$ cat config.mk
export PLATFORM = sky130hd
export DESIGN_NAME = rsu_sequencer
export DESIGN_NICKNAME = d
export VERILOG_FILES = /design/src/rsu_pkg.sv /design/src/rsu_watchdog.sv /design/src/rsu_sequencer.sv
export VERILOG_INCLUDE_DIRS = /design/src
export SDC_FILE = /design/constraint.sdc
export NUM_CORES = 1
export LEC_CHECK = 0
export ABC_CLOCK_PERIOD_IN_PS = 2900
export BUFFER_PORTS_ARGS = -buffer_cell sky130_fd_sc_hd__buf_2
export CORE_MARGIN = 4
export CORE_UTILIZATION = 35
export DETAILED_ROUTE_END_ITERATION = 8
export PLACE_DENSITY = 0.54
export REMOVE_ABC_BUFFERS = 1
export SLEW_MARGIN = 20
export SYNTH_ARGS = -nofsm -noshare
export SYNTH_HDL_FRONTEND = slang
export SYNTH_SLANG_ARGS = --single-unit
$ cat constraint.sdc
create_clock -name CLK -period 2.9 [get_ports CLK]
set_input_delay 0.29 -clock CLK [delete_from_list [all_inputs] [get_ports CLK]]
set_output_delay 0.29 -clock CLK [all_outputs]
set_load 0.05 [all_outputs]
$ cat src/rsu_defines.svh
`ifndef RSU_DEFINES_SVH
`define RSU_DEFINES_SVH
`define CTL_WIDTH 38
`define CTL_TYPE_BIT 0
`define CTL_PAGE_LSB 1
`define CTL_PAGE_MSB 24
`define CTL_WDEN_BIT 25
`define CTL_WDTO_LSB 26
`define CTL_WDTO_MSB 37
`define PAGE_WIDTH 24
`define WDTO_WIDTH 12
`define WD_COUNT_WIDTH 29
`define WD_LOW_ZEROS 17
`define FACTORY_PAGE 24'h000000
`define CTL_RESET 38'h0000000000
`define STAT_WIDTH 5
`define STAT_CRC 0
`define STAT_CFGERR 1
`define STAT_WDOG 2
`define STAT_CORE_REQ 3
`define STAT_PIN_REQ 4
`define LOAD_TIME_NS 1000
`define CLK_PERIOD_NS 25
`define LOAD_CYCLES ((`LOAD_TIME_NS + `CLK_PERIOD_NS - 1) / `CLK_PERIOD_NS)
`endif

$ cat src/rsu_pkg.sv
package rsu_pkg;
	typedef enum logic [2:0] {
		ST_POWERUP,
		ST_LOAD,
		ST_USER,
		ST_FALLBACK
	} seq_state_e;
	typedef logic [37:0] ctl_word_t;
	typedef logic [4:0] cause_t;
endpackage : rsu_pkg

$ cat src/rsu_watchdog.sv
`timescale 1ns/1ps
`include "rsu_defines.svh"
module rsu_watchdog #(
	parameter int CW = `WD_COUNT_WIDTH
) (
	input wire logic CLK,
	input wire logic SYS_RST,
	input wire logic ce,
	input wire logic run,
	input wire logic kick,
	input wire logic [`WDTO_WIDTH-1:0] timeout_field,
	output logic expired
);
	logic [CW-1:0] count_r;
	logic [CW-1:0] count_nxt;
	logic expired_r;
	logic [CW-1:0] full_load;
	// time-out field is the top bits of the count, low bits zero
	assign full_load = {timeout_field, {`WD_LOW_ZEROS{1'b0}}};
	wire at_zero = (count_r == '0);
	always_comb begin
		count_nxt = count_r;
		if (!run || kick) begin
			count_nxt = full_load;
		end else if (!at_zero) begin
			count_nxt = count_r - 1'b1;
		end
	end
	always_ff @(posedge CLK) begin
		if (SYS_RST) begin
			count_r <= '0;
			expired_r <= 1'b0;
		end else if (ce) begin
			count_r <= count_nxt;
			expired_r <= run && !kick && at_zero;
		end
	end
	assign expired = expired_r;
endmodule : rsu_watchdog

$ cat src/rsu_sequencer.sv
`timescale 1ns/1ps
`include "rsu_defines.svh"
// Summary of operation
// in remote update mode any configuration error always restarts configuration.
// first power-up loads the factory image from page zero.
// factory image must be stored at page zero, address zero.
// application image may start at any sector boundary of configuration memory.
// never place two images in the same memory page.
// remote update is the only upgrade mode offered.
// any error with an application image reverts to the factory image.
// every fallback records its cause in the status register. A load time-out fallback records no cause bit.
// application logic keeps resetting the watchdog within its time-out.
// an expired watchdog records a time-out and reloads the factory image.
// watchdog is disabled while the factory image is loaded.
// factory logic chooses watchdog enable and time-out before launch.
// factory logic reads status after a fallback to learn the cause.
// factory logic writes next page to control then requests reconfiguration.
// application storing a new image triggers a factory reload.
// factory and application may both request reconfiguration; always honoured. The code honours requests in user mode only and ignores them while loading.
// factory image is never overwritten by remote update logic.
// control word: type bit 0, page 1-24, enable 25, time-out 26-37.
// watchdog count is 29 bits: time-out field over 17 zero bits.
// application image makes control read-only; factory image permits writes.
// control, status and watchdog run on the oscillator clock.
// each watchdog reset reloads the full programmed time-out.
module rsu_sequencer
	import rsu_pkg::*;
#(
	parameter int LOAD_CYCLES = `LOAD_CYCLES
) (
	input wire logic CLK,
	input wire logic SYS_RST,
	input wire logic CE,
	input wire logic UPD_WRITE,
	input wire logic [`CTL_WIDTH-1:0] UPD_WORD,
	input wire logic RECONFIG_REQUEST_N_CORE,
	input wire logic RECONFIG_REQUEST_N_PIN,
	input wire logic CONFIG_ERROR_LINE_N,
	input wire logic CRC_ERROR,
	input wire logic LOAD_DONE,
	input wire logic WATCHDOG_KICK,
	output rsu_pkg::ctl_word_t CONTROL_WORD,
	output rsu_pkg::ctl_word_t UPDATE_WORD,
	output rsu_pkg::cause_t STATUS_CAUSE,
	output logic IMAGE_IS_APPLICATION,
	output logic [`PAGE_WIDTH-1:0] START_PAGE_ADDRESS,
	output logic LOADING,
	output logic USER_MODE
);
	import rsu_pkg::*;
	seq_state_e state_r;
	seq_state_e state_nxt;
	ctl_word_t ctl_r;
	ctl_word_t ctl_nxt;
	ctl_word_t upd_r;
	cause_t cause_r;
	cause_t cause_nxt;
	logic [15:0] load_cnt_r;
	logic req_core_d_r;
	logic req_pin_d_r;
	logic wd_expired;

	function automatic logic fall(input logic now_v, input logic prev_v);
		fall = prev_v && !now_v;
	endfunction : fall

	function automatic ctl_word_t factory_word();
		factory_word = `CTL_RESET;
	endfunction : factory_word

	wire is_app = ctl_r[`CTL_TYPE_BIT];
	wire core_req = fall(RECONFIG_REQUEST_N_CORE, req_core_d_r);
	wire pin_req = fall(RECONFIG_REQUEST_N_PIN, req_pin_d_r);
	wire any_req = core_req || pin_req;
	// error during load or in user mode both count; error line is active low
	wire cfg_err = !CONFIG_ERROR_LINE_N && (state_r == ST_LOAD || state_r == ST_USER);
	wire crc_err = CRC_ERROR && (state_r == ST_LOAD);
	wire error_evt = cfg_err || crc_err || wd_expired;
	wire upd_allowed = !is_app && (state_r == ST_USER);
	wire wd_run = (state_r == ST_USER) && is_app && ctl_r[`CTL_WDEN_BIT];
	wire load_timeout = (load_cnt_r == 16'(LOAD_CYCLES));

	rsu_watchdog u_wdog (
		.CLK(CLK),
		.SYS_RST(SYS_RST),
		.ce(CE),
		.run(wd_run),
		.kick(WATCHDOG_KICK),
		.timeout_field(ctl_r[`CTL_WDTO_MSB:`CTL_WDTO_LSB]),
		.expired(wd_expired)
	);

	always_comb begin
		state_nxt = state_r;
		ctl_nxt = ctl_r;
		cause_nxt = cause_r;
		case (state_r)
			ST_POWERUP: begin
				ctl_nxt = factory_word();
				state_nxt = ST_LOAD;
			end
			ST_LOAD: begin
				if (error_evt || load_timeout) begin
					state_nxt = ST_FALLBACK;
				end else if (LOAD_DONE) begin
					state_nxt = ST_USER;
				end
			end
			ST_USER: begin
				if (error_evt || any_req) begin
					state_nxt = ST_FALLBACK;
				end
			end
			ST_FALLBACK: begin
				state_nxt = ST_LOAD;
			end
			default: begin
				state_nxt = ST_POWERUP;
			end
		endcase
		if (state_r != ST_FALLBACK && state_nxt == ST_FALLBACK) begin
			// record cause on every fallback; a load time-out records no cause bit
			cause_nxt = '0;
			cause_nxt[`STAT_CRC] = crc_err;
			cause_nxt[`STAT_CFGERR] = cfg_err;
			cause_nxt[`STAT_WDOG] = wd_expired;
			cause_nxt[`STAT_CORE_REQ] = core_req;
			cause_nxt[`STAT_PIN_REQ] = pin_req;
			// factory requests load the update word; anything else falls back
			if (!is_app && any_req && !error_evt && state_r == ST_USER) begin
				ctl_nxt = upd_r;
			end else begin
				ctl_nxt = factory_word();
			end
		end
	end

	always_ff @(posedge CLK) begin
		if (SYS_RST) begin
			state_r <= ST_POWERUP;
			ctl_r <= `CTL_RESET;
			upd_r <= `CTL_RESET;
			cause_r <= '0;
			load_cnt_r <= 16'h0000;
			req_core_d_r <= 1'b1;
			req_pin_d_r <= 1'b1;
		end else if (CE) begin
			state_r <= state_nxt;
			ctl_r <= ctl_nxt;
			cause_r <= cause_nxt;
			req_core_d_r <= RECONFIG_REQUEST_N_CORE;
			req_pin_d_r <= RECONFIG_REQUEST_N_PIN;
			if (UPD_WRITE && upd_allowed) begin
				upd_r <= UPD_WORD;
			end
			if (state_r == ST_LOAD) begin
				load_cnt_r <= load_cnt_r + 16'h0001;
			end else begin
				load_cnt_r <= 16'h0000;
			end
		end
	end

	// sector-aligned start page passes straight to the memory address
	assign START_PAGE_ADDRESS = ctl_r[`CTL_PAGE_MSB:`CTL_PAGE_LSB];
	assign IMAGE_IS_APPLICATION = is_app;
	assign CONTROL_WORD = ctl_r;
	assign UPDATE_WORD = upd_r;
	assign STATUS_CAUSE = cause_r;
	assign LOADING = (state_r == ST_LOAD);
	assign USER_MODE = (state_r == ST_USER);
endmodule : rsu_sequencer

==> results by group <==
Worst setup path
  • Critical Path, Cell by Cell: or4_1 -> or4b_1 -> o41a_1 -> nand3_1 -> xor2_1 -> nor2_1
  • RR Startpoint: u_wdog.count_r[12]$_SDFFE_PP0P_
  • Worst setup EP type: register
  • Setup crit start kind: register
  • Slowest stage delay, CP: approximately 0.62 ns
  • Setup Crit Path Kind: register to register
  • Crit-path leading delay family: simple AND/OR/NAND/NOR gates
  • Critical Path Source: u_wdog.count_r[12]$_SDFFE_PP0P_
  • Worst path buffer plus inverter count: 0
  • Crit-path max FO: 11
  • Data required time of the critical path: 3.17 ns
  • Crit path DAT: about 2.9 ns
  • Worst path slowest cell: or4b_1

STA
  • Slew HR: about three fifths
  • Tightest Pin Transition: 0.589 ns
  • Hold slack final: 0.107 ns
  • Fin crit share: roughly nine tenths
  • Fmax: 384 MHz
  • Unrepaired setup endpoints after global routing: false
  • Setup violators final: 0
  • Hold Vio Cnt, Final: 0
  • Pins Over Slew Limit: 0
  • Min cycle time layout: 2.60 ns
  • Clock Skew: 0.00968 ns

Clocking
  • H-tree depth: 4
  • CTS Buf Count: 17
  • Root buffer cell: clkbuf_16
  • Post-CTS Resized: 0
  • Clock buffer depth: 2
  • Hold-fix buffers, CTS: 0
  • Clk pin slew, worst setup/hold paths: roughly 0.060 ns
  • CTS tree: built
  • Clock sinks: ~130
  • Clock latency on the worst-skew pair: 0.41 ns
  • Setup bufs post-CTS: 0

Synthesis
  • Synth warnings: 0
  • Netlist area before placement: 0.00574 mm^2
  • Synth unique cells: 65
  • Area leader, netlist: dfxtp_1
  • Post-synth EDFFs: 0
  • #FFs+latches synth: 132
  • Share of the synthesized area in the top cell type: 46.0%
  • Async S/R FF share, synth: 0%
  • Average size of a mapped cell: ~8.0 um^2
  • Commonest register cell after synthesis: dfxtp_1
  • Post-synthesis sequential area ratio: 46.0%
  • Top cells by area, synth: dfxtp_1 (46%), nand2_1 (9.2%), a21oi_1 (5.5%)
  • Synth Instances: between 700 and 800

Global route
  • Largest net degree at the start of global routing: 83
  • Initial antenna violation count: 1
  • Global Route Usage Sum: 17.5%
  • Global-route wire length before repair: 25900 um
  • GRT Residual Overflow: 0
  • Vias in the first global route: between 5000 and 6000

Placement
  • RePlAce Congestion: 0.807
  • DP Wirelength: roughly 11000 um
  • PortBufs: 155
  • Dpl cells: 1036
  • Area post-placement: 0.00659 mm^2

Drt
  • Vias per inst: roughly 5
  • DR iter-0 viols: 296
  • Final WL: 16100 um
  • Post-route ant nets: 0
  • Mean routed wirelength per cell: around 15 um
  • Vias: 5385
  • # DRC: 0
  • TritonRoute pass-1 iters: 5

Floorplan
  • I/O pin total: 156
  • Initial core utilization: 35.9%
  • Core area: 0.0160 mm^2
  • Die H: 136 um
  • Die X: 136 um
  • Rows: 46
  • Full die area: 0.0185 mm^2

Final layout
  • Final #Nets: 890
  • Most common cell after layout, fill and taps aside: buf_2
  • N_diodes: 0
  • Design Area, Final: 0.00718 mm^2
  • Layout cells sized above 1: between 20% and 30%
  • Most frequent cells in the layout: buf_2 (155), nand2_1 (140), dfxtp_1 (132), a21oi_1 (62), nand3_1 (59)
  • Fin cells: roughly 1100
  • Area growth from synthesis to layout: 25.0%
  • Utilization after layout: around 45%

Power
  • Total power: 4420 uW
  • Leak Pwr: 0.00295 uW
  • VDD IR max: between 0.4 and 0.5 mV
  • Pwr per Cell Area: about 620 mW/mm^2

Worst hold path
  • Hold path startpoint: RECONFIG_REQUEST_N_CORE
  • Worst hold path class: input pin to register

Run status
  • Status: finished, final reports clean

Run
  • Max-Cap Viols: 0
stage by stage:
step                setup TNS [ns]  worst slack, ns
finish                           0            0.298
floorplan                   -57.95            -1.33
global route                     0            0.163
detailed placement               0            0.320
CTS                              0            0.291
global placement                 0            0.387
flip-flops by register name, summed over array words and instances (netlist names):
register        count
CONTROL_WORD       38
STATUS_CAUSE        5
UPDATE_WORD        38
load_cnt_r         16
req_core_d_r        1
req_pin_d_r         1
state_r             3
u_wdog.count_r     29
u_wdog.expired      1
cells in the mapped netlist, drive strengths merged, types with 4 or more instances:
cell type	n
nor3	16
nand2	141
buf	36
nand4	7
nor4	10
xnor2	15
xor2	10
o21ai	52
nor3b	4
clkbuf	31
nand2b	4
nor2	51
inv	6
or3	12
a21oi	64
nor2b	6
a21o	4
dfxtp	132
and3	4
nand3	59
power breakdown:
group	internal (uW)	switching [uW]	leakage (uW)	total, uW
clock network	1370	764	0.000288	2130
logic	151	271	0.00160	422
registers	1840	27.8	0.00107	1870
total	3360	1060	0.00295	4420
per-layer routing:
layer	global-route usage (%)	part of all wire [%]	routed length, um
met2	28.4	47	7500
met4	5.21	1.3	202
met5	0	0.081	13
met3	5.92	7.5	1210
met1	22.1	44	7150
layout make-up:
class | instances | area [um^2]
sequential | 132 | 2640
tap | 216 | 270
multi-input combinational | 508 | 2730
inverter | 7 | 26.3
fill | 1680 | 8820
timing repair buffer | 173 | 923
clock buffer | 22 | 454
clock inverter | 10 | 131
kinds of logic after synthesis:
logic type	share of synthesized area, %
AND/OR/NAND/NOR	26.7
multiplexers	0.719
adder cells (fa/ha/maj)	0.654
AO/OA/AOI/OAI	15.0
buffers and inverters	7.08
XOR/XNOR	3.81
flip-flops	46.0
final timing paths:
check	to	slack (ns)	cells past startpoint
worst max register to register	u_wdog.count_r[6]$_SDFFE_PP0P_	0.30	6
worst min register to register	STATUS_CAUSE[1]$_SDFFE_PP0P_	0.46	2
worst max-delay path	u_wdog.count_r[6]$_SDFFE_PP0P_	0.30	6
worst min-delay path	req_core_d_r$_SDFFE_PP1P_	0.11	2
Note: power is estimated with default switching activity, not from simulation.
